### config.mk
export PLATFORM = sky130hd
export DESIGN_NAME = ups_phy_status
export DESIGN_NICKNAME = d
export VERILOG_FILES = /design/src/design/ups_phy_status.v /design/src/design/ups_vbus_enc.v
export VERILOG_INCLUDE_DIRS = /design/src /design/src/include
export SDC_FILE = /design/constraint.sdc
export NUM_CORES = 1
export LEC_CHECK = 0
export ABC_AREA = 1
export BUFFER_PORTS_ARGS = -buffer_cell sky130_fd_sc_hd__buf_2
export CORE_ASPECT_RATIO = 1.1
export CORE_UTILIZATION = 49
export DETAILED_ROUTE_END_ITERATION = 8
export PLACE_DENSITY = 0.82
export SYNTH_ARGS = -nofsm -noshare
export SYNTH_HDL_FRONTEND = slang
export SYNTH_HIERARCHICAL = 1
export SYNTH_SLANG_ARGS = --single-unit
### constraint.sdc
create_clock -name core_clk -period 2.2 [get_ports core_clk]
set_input_delay 0.22 -clock core_clk [delete_from_list [all_inputs] [get_ports core_clk]]
set_output_delay 0.22 -clock core_clk [all_outputs]
set_load 0.01 [all_outputs]
### src/include/ups_regs.vh
`ifndef UPS_REGS_VH
`define UPS_REGS_VH

// Supply-voltage state encodings
`define UPS_VBUS_BELOW_END   2'b00
`define UPS_VBUS_END_TO_VLD  2'b01
`define UPS_VBUS_VLD_TO_A    2'b10
`define UPS_VBUS_A_VALID     2'b11

// Receive-event encodings
`define UPS_EVT_IDLE         2'b00
`define UPS_EVT_ACTIVE       2'b01
`define UPS_EVT_ERROR        2'b11
`define UPS_EVT_HOST_DISC    2'b10

// Receive-status byte field positions
`define UPS_FLD_LINE_LSB     0
`define UPS_FLD_VBUS_LSB     2
`define UPS_FLD_EVT_LSB      4
`define UPS_FLD_ID_BIT       6
`define UPS_FLD_ALT_BIT      7

// Transmit command codes from the link
`define UPS_CMD_TYPE_WRITE   2'b10
`define UPS_CMD_TYPE_READ    2'b11
`define UPS_CMD_EXT_ADDR     6'h2F

// Reset values
`define UPS_BYTE_RESET       8'h00
`define UPS_STATE_RESET      3'h0

`endif

### src/design/ups_phy_status.v
// Behaviour
// - Three supply comparators encode to 00, 01, 10, 11 by rising threshold.
// - Supply-state change sends a status byte when its edge enable is set.
// - Supply sense and external fault share one pin; only one used.
// - Receive events encode: 00 idle, 01 active, 11 error, 10 disconnect.
// - SYNC signalled by DIR with NXT together, or an active status byte.
// - Receive error: drop NXT, then send status byte with error encoding.
// - Disconnect valid only with both pull-downs; changes send a status byte when their edge enable is set.
// - Both immediate and extended register accesses are supported.
// - DIR rising during a register access aborts it; link retries.
// - Status byte: line 1:0, supply 3:2, event 5:4, cable ID 6, alt 7.
// - Any change on either data line sends a status byte.
`timescale 1ns/1ps
`default_nettype none
`include "ups_regs.vh"

module ups_phy_status #(
    parameter DIR_NXT_START = 1
) (
    // Clock and reset
    input  wire       core_clk,
    input  wire       reset,
    // Analog front end status
    input  wire       session_end_flag,
    input  wire       session_valid_flag,
    input  wire       a_device_supply_valid_flag,
    input  wire       faultIn,
    input  wire [1:0] lineState,
    input  wire       cableIdLevel,
    input  wire       altSource,
    input  wire       hostDisconnectRaw,
    // Configuration bits
    input  wire       external_indicator_select_bit,
    input  wire       indicator_complement_bit,
    input  wire       indicator_passthrough_bit,
    input  wire       vbusRiseEnable,
    input  wire       vbusFallEnable,
    input  wire       host_disc_rise_enable,
    input  wire       host_disc_fall_enable,
    input  wire       altRiseEnable,
    input  wire       altFallEnable,
    input  wire       plus_line_pulldown_bit,
    input  wire       minus_line_pulldown_bit,
    // Receiver
    input  wire       syncDetect,
    input  wire       rxByteValid,
    input  wire [7:0] rxByte,
    input  wire       rxErrorDetect,
    input  wire       rxEnd,
    // Link side of the ULPI bus
    input  wire [7:0] ulpiDataIn,
    input  wire       ulpiStp,
    input  wire       regOpDone,
    output reg        ulpiDir,
    output reg        ulpiNxt,
    output reg  [7:0] ulpiDataOut,
    output reg        ulpiDataOe,
    // Register access status
    output reg        regAbort,
    output reg        regExtended
);
    localparam S_IDLE = 3'h0;
    localparam S_TURN = 3'h1;
    localparam S_CMD  = 3'h2;
    localparam S_RX   = 3'h3;
    localparam S_ERR  = 3'h4;
    localparam S_DONE = 3'h5;

    function [7:0] packStatus;
        input [1:0] line;
        input [1:0] vbus;
        input [1:0] evt;
        input       id;
        input       alt;
        begin
            packStatus = `UPS_BYTE_RESET;
            packStatus[`UPS_FLD_LINE_LSB +: 2] = line;
            packStatus[`UPS_FLD_VBUS_LSB +: 2] = vbus;
            packStatus[`UPS_FLD_EVT_LSB +: 2]  = evt;
            packStatus[`UPS_FLD_ID_BIT]        = id;
            packStatus[`UPS_FLD_ALT_BIT]       = alt;
        end
    endfunction

    wire [1:0] vbusState;

    ups_vbus_enc uVbusEnc (
        .session_end_flag              (session_end_flag),
        .session_valid_flag            (session_valid_flag),
        .a_device_supply_valid_flag    (a_device_supply_valid_flag),
        .faultIn                       (faultIn),
        .external_indicator_select_bit (external_indicator_select_bit),
        .indicator_complement_bit      (indicator_complement_bit),
        .indicator_passthrough_bit     (indicator_passthrough_bit),
        .vbusState                     (vbusState)
    );

    reg  [2:0] state_reg;
    reg  [2:0] state_next;
    reg  [7:0] sent_reg;
    reg        pending_reg;
    reg        rxActive_reg;
    reg        rxError_reg;
    reg        hostDisc_reg;
    reg        alt_reg;
    reg        altSrc_reg;
    reg        regBusy_reg;

    wire       hostMode    = plus_line_pulldown_bit & minus_line_pulldown_bit;
    wire       hostDiscNow = hostMode & hostDisconnectRaw;
    wire [1:0] evtNow      = hostDisc_reg ? `UPS_EVT_HOST_DISC :
                             rxError_reg  ? `UPS_EVT_ERROR :
                             rxActive_reg ? `UPS_EVT_ACTIVE : `UPS_EVT_IDLE;
    wire [7:0] statusNow   = packStatus(lineState, vbusState, evtNow, cableIdLevel, alt_reg);
    wire [1:0] vbusSent    = sent_reg[`UPS_FLD_VBUS_LSB +: 2];

    // Supply, disconnect and alternate changes are reported only per enabled edge, except a disconnect cleared by leaving host mode
    wire vbusTrig  = ((vbusState > vbusSent) & vbusRiseEnable) |
                     ((vbusState < vbusSent) & vbusFallEnable);
    wire discTrig  = (hostDiscNow & ~hostDisc_reg & host_disc_rise_enable) |
                     (~hostDiscNow & hostDisc_reg & host_disc_fall_enable);
    wire altTrig   = (altSource & ~altSrc_reg & altRiseEnable) |
                     (~altSource & altSrc_reg & altFallEnable);
    wire lineTrig  = (lineState != sent_reg[`UPS_FLD_LINE_LSB +: 2]) |
                     (cableIdLevel != sent_reg[`UPS_FLD_ID_BIT]);
    wire evtTrig   = evtNow != sent_reg[`UPS_FLD_EVT_LSB +: 2];
    wire trigger   = vbusTrig | discTrig | altTrig | lineTrig | evtTrig;
    wire needCmd   = pending_reg | trigger;

    // Register command seen on the bus while the link owns it
    wire regCmdSeen = ~ulpiDir & ((ulpiDataIn[7:6] == `UPS_CMD_TYPE_WRITE) |
                                  (ulpiDataIn[7:6] == `UPS_CMD_TYPE_READ));

    reg       dirNext;
    reg       nxtNext;
    reg [7:0] dataNext;
    reg       oeNext;
    reg       sendNow;

    always @* begin
        state_next = state_reg;
        dirNext    = ulpiDir;
        nxtNext    = 1'b0;
        dataNext   = ulpiDataOut;
        oeNext     = 1'b0;
        sendNow    = 1'b0;
        case (state_reg)
            S_IDLE: begin
                if (syncDetect) begin
                    dirNext = 1'b1;
                    if (DIR_NXT_START != 0) begin
                        nxtNext    = 1'b1;
                        state_next = S_RX;
                    end else begin
                        state_next = S_TURN;
                    end
                end else if (needCmd) begin
                    dirNext    = 1'b1;
                    state_next = S_TURN;
                end
            end
            S_TURN: begin
                // Turnaround cycle: bus released by link before data appears
                state_next = S_CMD;
            end
            S_CMD: begin
                oeNext   = 1'b1;
                dataNext = statusNow;
                sendNow  = 1'b1;
                state_next = rxActive_reg ? S_RX : S_DONE;
            end
            S_RX: begin
                oeNext = 1'b1;
                if (rxEnd) begin
                    dirNext    = 1'b0;
                    oeNext     = 1'b0;
                    state_next = S_IDLE;
                end else if (rxErrorDetect) begin
                    // NXT drops here; this gap carries a status byte, the error byte follows
                    dataNext   = statusNow;
                    sendNow    = 1'b1;
                    state_next = S_ERR;
                end else if (rxByteValid) begin
                    nxtNext  = 1'b1;
                    dataNext = rxByte;
                end else begin
                    // Every gap with NXT low carries a status byte, never stale packet data
                    dataNext = statusNow;
                    sendNow  = 1'b1;
                end
            end
            S_ERR: begin
                oeNext     = 1'b1;
                dataNext   = statusNow;
                sendNow    = 1'b1;
                state_next = S_RX;
            end
            S_DONE: begin
                if (trigger) begin
                    state_next = S_CMD;
                end else begin
                    dirNext    = 1'b0;
                    state_next = S_IDLE;
                end
            end
            default: begin
                dirNext    = 1'b0;
                state_next = S_IDLE;
            end
        endcase
    end

    always @(posedge core_clk) begin
        if (reset) begin
            state_reg    <= `UPS_STATE_RESET;
            sent_reg     <= `UPS_BYTE_RESET;
            pending_reg  <= 1'b0;
            rxActive_reg <= 1'b0;
            rxError_reg  <= 1'b0;
            hostDisc_reg <= 1'b0;
            alt_reg      <= 1'b0;
            altSrc_reg   <= 1'b0;
            regBusy_reg  <= 1'b0;
            ulpiDir      <= 1'b0;
            ulpiNxt      <= 1'b0;
            ulpiDataOut  <= `UPS_BYTE_RESET;
            ulpiDataOe   <= 1'b0;
            regAbort     <= 1'b0;
            regExtended  <= 1'b0;
        end else begin
            state_reg   <= state_next;
            ulpiDir     <= dirNext;
            ulpiNxt     <= nxtNext;
            ulpiDataOut <= dataNext;
            ulpiDataOe  <= oeNext;
            altSrc_reg  <= altSource;
            if (altTrig) begin
                alt_reg <= 1'b1;
            end else if (sendNow) begin
                alt_reg <= 1'b0;
            end
            if (discTrig) begin
                hostDisc_reg <= hostDiscNow;
            end else if (!hostMode) begin
                hostDisc_reg <= 1'b0;
            end
            // Activity and error stick until the packet ends
            if (syncDetect && state_reg == S_IDLE) begin
                rxActive_reg <= 1'b1;
            end else if (rxEnd) begin
                rxActive_reg <= 1'b0;
            end
            if (rxErrorDetect && state_reg == S_RX) begin
                rxError_reg <= 1'b1;
            end else if (rxEnd) begin
                rxError_reg <= 1'b0;
            end
            // A new alternate edge in the send cycle keeps the request alive
            if (sendNow) begin
                sent_reg    <= statusNow;
                pending_reg <= altTrig;
            end else if (trigger) begin
                pending_reg <= 1'b1;
            end
            // Extended address is just a reserved immediate code
            if (regCmdSeen && !regBusy_reg) begin
                regBusy_reg <= 1'b1;
                regExtended <= ulpiDataIn[5:0] == `UPS_CMD_EXT_ADDR;
            end else if (dirNext && !ulpiDir && regBusy_reg) begin
                regBusy_reg <= 1'b0;
            end else if (ulpiStp || regOpDone) begin
                regBusy_reg <= 1'b0;
            end
            regAbort <= dirNext & ~ulpiDir & regBusy_reg;
        end
    end
endmodule // ups_phy_status

`default_nettype wire

### src/design/ups_vbus_enc.v
`timescale 1ns/1ps
`default_nettype none
`include "ups_regs.vh"

module ups_vbus_enc (
    // Comparator outputs
    input  wire       session_end_flag,
    input  wire       session_valid_flag,
    input  wire       a_device_supply_valid_flag,
    // Shared sense/fault pin selection
    input  wire       faultIn,
    input  wire       external_indicator_select_bit,
    input  wire       indicator_complement_bit,
    input  wire       indicator_passthrough_bit,
    // Encoded state
    output reg  [1:0] vbusState
);
    reg upperFlag;

    always @* begin
        // One pin: either the comparator or the external fault drives the top level
        if (external_indicator_select_bit) begin
            upperFlag = indicator_passthrough_bit ?
                        (faultIn ^ indicator_complement_bit) : a_device_supply_valid_flag;
        end else begin
            upperFlag = a_device_supply_valid_flag;
        end
        if (upperFlag) begin
            vbusState = `UPS_VBUS_A_VALID;
        end else if (session_valid_flag) begin
            vbusState = `UPS_VBUS_VLD_TO_A;
        end else if (session_end_flag) begin
            vbusState = `UPS_VBUS_BELOW_END;
        end else begin
            vbusState = `UPS_VBUS_END_TO_VLD;
        end
    end
endmodule // ups_vbus_enc

`default_nettype wire

==> results.cfg <==
[clock_tree]
cts_buffers = 5
clk_pin_slew_ns = 0.09
cts_buffer_depth = 2
cts_resized = 0
cts_tree = yes
ctsHoldBuffers = 0
root_buffer = clkbuf_4
cts_setup_buffers = 0
worstSkewPairLatency_ns = 0.32
cts_max_level = 2
cts.sinks = 30

[layout]
largest_reg_flops = 8
fin_util_pct = 63.1
fill_cells = 281
final_layout_size_suffix_gt1_share_pct = 26.5
nets = 340
syn_to_final_growth_pct = 19.5
diodes = 0
final_cells = 328

[floorplanning]
die_height_microns = 62.9
io_pins = 57
rows = 21
initial_core_util_pct = 52.9
dieArea_sq_um = 3610
core_sq_um = 3130
fp.dieW_microns = 57.4

[global_route]
grt.total_usage_pct = 21.3
overflow = 0
grt_max_degree = 21
antenna_found_initial = 0
grt_pass1_vias = 1532
grt_pass1_wl_microns = 6040

[outcome]
violations = design-rule violations
status = complete, but fails checks

[route]
drc = 4
wire_per_inst_microns = 10.5
drtPass1Iterations = 6
drt_iter0_drc = 76
antenna_left = 0
vias = 1640
routed_wl_microns = 3460
via_per_inst = 5.00

[timing]
grt_setup_unrepaired = no
timing_hold_violations_final = 0
max_freq_mhz = 564
tns_ns = 0
holdWs_ns = 0.123
tightest_slew_ns = 0.417
relSlewSlack_pct = 72.2
period_minus_slack_ns = 1.77
finClkSkew_ns = 0.00675
period_share_pct = 80.6
setup-violations-final = 0
finalMaxSlewViolations = 0

[yosys]
ys_types = 36
muxShareOfSynthArea_pct = 0
yosys.area_share.simple_pct = 31.1
synth_top_family_by_area = simple AND/OR/NAND/NOR gates
ys.warnings.count = 6
synthXorXnorAreaFrac_pct = 2.12
synth_nets = 283
avgSynthCellArea_sq_um = 6.97
synth_adder_area_share_pct = 1.51
seq_area_frac_synth_pct = 36.3
ys_ff_latch = 30
syn_inst = 237
synth_compound_area_share_pct = 16.7
netlist_area_sq_um = 1650

[pwr]
p_leak_nw = 1.02
p_per_area_nw_per_um2 = 1140
ir_drop_v = 0.000546

[run]
drv_cap = 0

[critical_path]
worstPathArrival_ns = 1.98
worst_path_most_repeated_cell = nand2_1
cp_slowest_stage_delay_ns = 0.32
crit_type = flip-flop to flip-flop
start_kind = flip-flop
critPathSlowestCell = dfxtp_1
crit_chain = inv_1 > ha_1 > nand2_1 > nand2_1 > nand2_1 > nand2_1 > nor2_1 > nand2_1 > nor2_1 > nand2_1 > inv_1 > nand3_1 > o311ai_0 > inv_1
cp_max_fo = 2
worst_ep_required_time_ns = 2.40
endpoint_kind = flip-flop

[place]
dp_hpwl_microns = 2650
place_inst = 321
io_buffers = 55
gp_congestion = 0.837

[hold_path]
min_path_type = input port to flip-flop
[area by class of cell]
class                           instances  area [sq um]  share of cell area [%]
Multi-Input combinational cell        160           850                    43.0
Sequential cell                        30           601                    30.4
Timing Repair Buffer                   55           275                    13.9
Inverter                               42           161                    8.17
Clock buffer                            7          45.0                    2.28
Tap cell                               34          42.5                    2.15
[power breakdown]
group | switching, mW | internal [mW] | leakage [nW] | total (mW)
clock | 0.169 | 0.120 | 0.0254 | 0.289
sequential | 0.121 | 0.727 | 0.246 | 0.848
combinational | 0.691 | 0.420 | 0.752 | 1.11
[cell usage after synthesis, drive strengths merged]
library cell	count	area [sq um]
ha	2	25.0
o21a	1	7.51
nand4	2	12.5
nand3	13	75.1
clkinv	1	5.00
xor2	1	8.76
a21oi	19	98.9
clkbuf	2	7.51
dfxtp	30	601
nand2	55	219
buf	3	33.8
nor4	1	6.26
and2	1	6.26
o211ai	6	45.0
o21ai	14	81.3
nor3	6	46.3
o311ai	1	8.76
nor2	31	143
a211oi	2	25.0
inv	41	156
xnor2	3	26.3
o2111ai	1	8.76
or2	1	6.26
[critical path, delay by kind of cell (launching register included)]
kind / cells / cell delay [ns]
and+or+nand+nor: 9 / 0.73
DFF: 1 / 0.32
adders and majority gates: 1 / 0.28
buffers and inverters: 3 / 0.19
AOI/OAI and AO/OA: 1 / 0.13
[cells in the final DEF (no fill, tap or decap)]
| master | synthesis | routed |
|---|---|---|
| ha_1 | 2 | 2 |
| nor3_1 | 4 | 4 |
| xor2_1 | 1 | 1 |
| nand3_1 | 11 | 11 |
| inv_1 | 38 | 38 |
| and2_1 | 1 | 1 |
| nor3_2 | 1 | 1 |
| o21ai_4 | 1 | 1 |
| clkbuf_1 | 2 | 2 |
| buf_2 | 0 | 55 |
| clkinv_2 | 1 | 1 |
| o21ai_0 | 9 | 9 |
| nor2_4 | 1 | 1 |
| o21a_1 | 1 | 1 |
| o21ai_1 | 4 | 4 |
| nand3_2 | 2 | 2 |
| xnor2_1 | 3 | 3 |
| a21oi_1 | 18 | 18 |
| dfxtp_1 | 30 | 30 |
| a21oi_2 | 1 | 1 |
| a211oi_2 | 2 | 2 |
| nor2_2 | 1 | 1 |
| or2_1 | 1 | 1 |
| nand2_1 | 52 | 52 |
| nand2_2 | 2 | 2 |
| o311ai_0 | 1 | 1 |
| o211ai_1 | 6 | 6 |
| inv_4 | 1 | 1 |
| inv_2 | 2 | 2 |
| clkbuf_4 | 0 | 5 |
| o2111ai_1 | 1 | 1 |
| nor2_8 | 1 | 1 |
| nand4_1 | 2 | 2 |
| nand2_4 | 1 | 1 |
| nor3_4 | 1 | 1 |
| nor2_1 | 28 | 28 |
| nor4_1 | 1 | 1 |
[path summary, 6_finish.rpt]
check                         endpoint  cells after the start                startpoint  slack (ns)
max reg2reg  state_reg[0]$_SDFFE_PP0P_                     14  sent_reg[3]$_SDFFE_PP0P_        0.43
min reg2reg       alt_reg$_SDFFE_PP0P_                      2      alt_reg$_SDFFE_PP0P_        0.46
min              altSrc_reg$_SDFF_PP0_                      3                 altSource        0.12
max          state_reg[0]$_SDFFE_PP0P_                     14  sent_reg[3]$_SDFFE_PP0P_        0.43
[cell families after synthesis]
group                    Yosys count
AND/OR/NAND/NOR                  110
XOR/XNOR                           4
flip-flops                        30
buffers and inverters             47
AO/OA/AOI/OAI                     44
adder cells (fa/ha/maj)            2
[layer usage]
metal / part of all wire (%) / track usage (%)
met1: 45 / 23.2
met2: 47 / 37.5
met3: 4.9 / 5.38
met4: 2.6 / 10.7
met5: 0 / 0
[per-stage QoR]
| step | setup WS (ns) | area [sq um] | power [mW] |
|---|---|---|---|
| 2_1_floorplan | 0.485 | 1650 | 1.75 |
| 3_3_place_gp | 0.177 | 1930 | 1.93 |
| 3_5_place_dp | 0.101 | 1930 | 1.96 |
| 4_1_cts | 0.407 | 1970 | 2.26 |
| 5_1_grt | 0.192 | 1970 | 2.47 |
| 6_report | 0.426 | 1970 | 2.25 |
No activity file was read; power rests on OpenSTA's default activity.
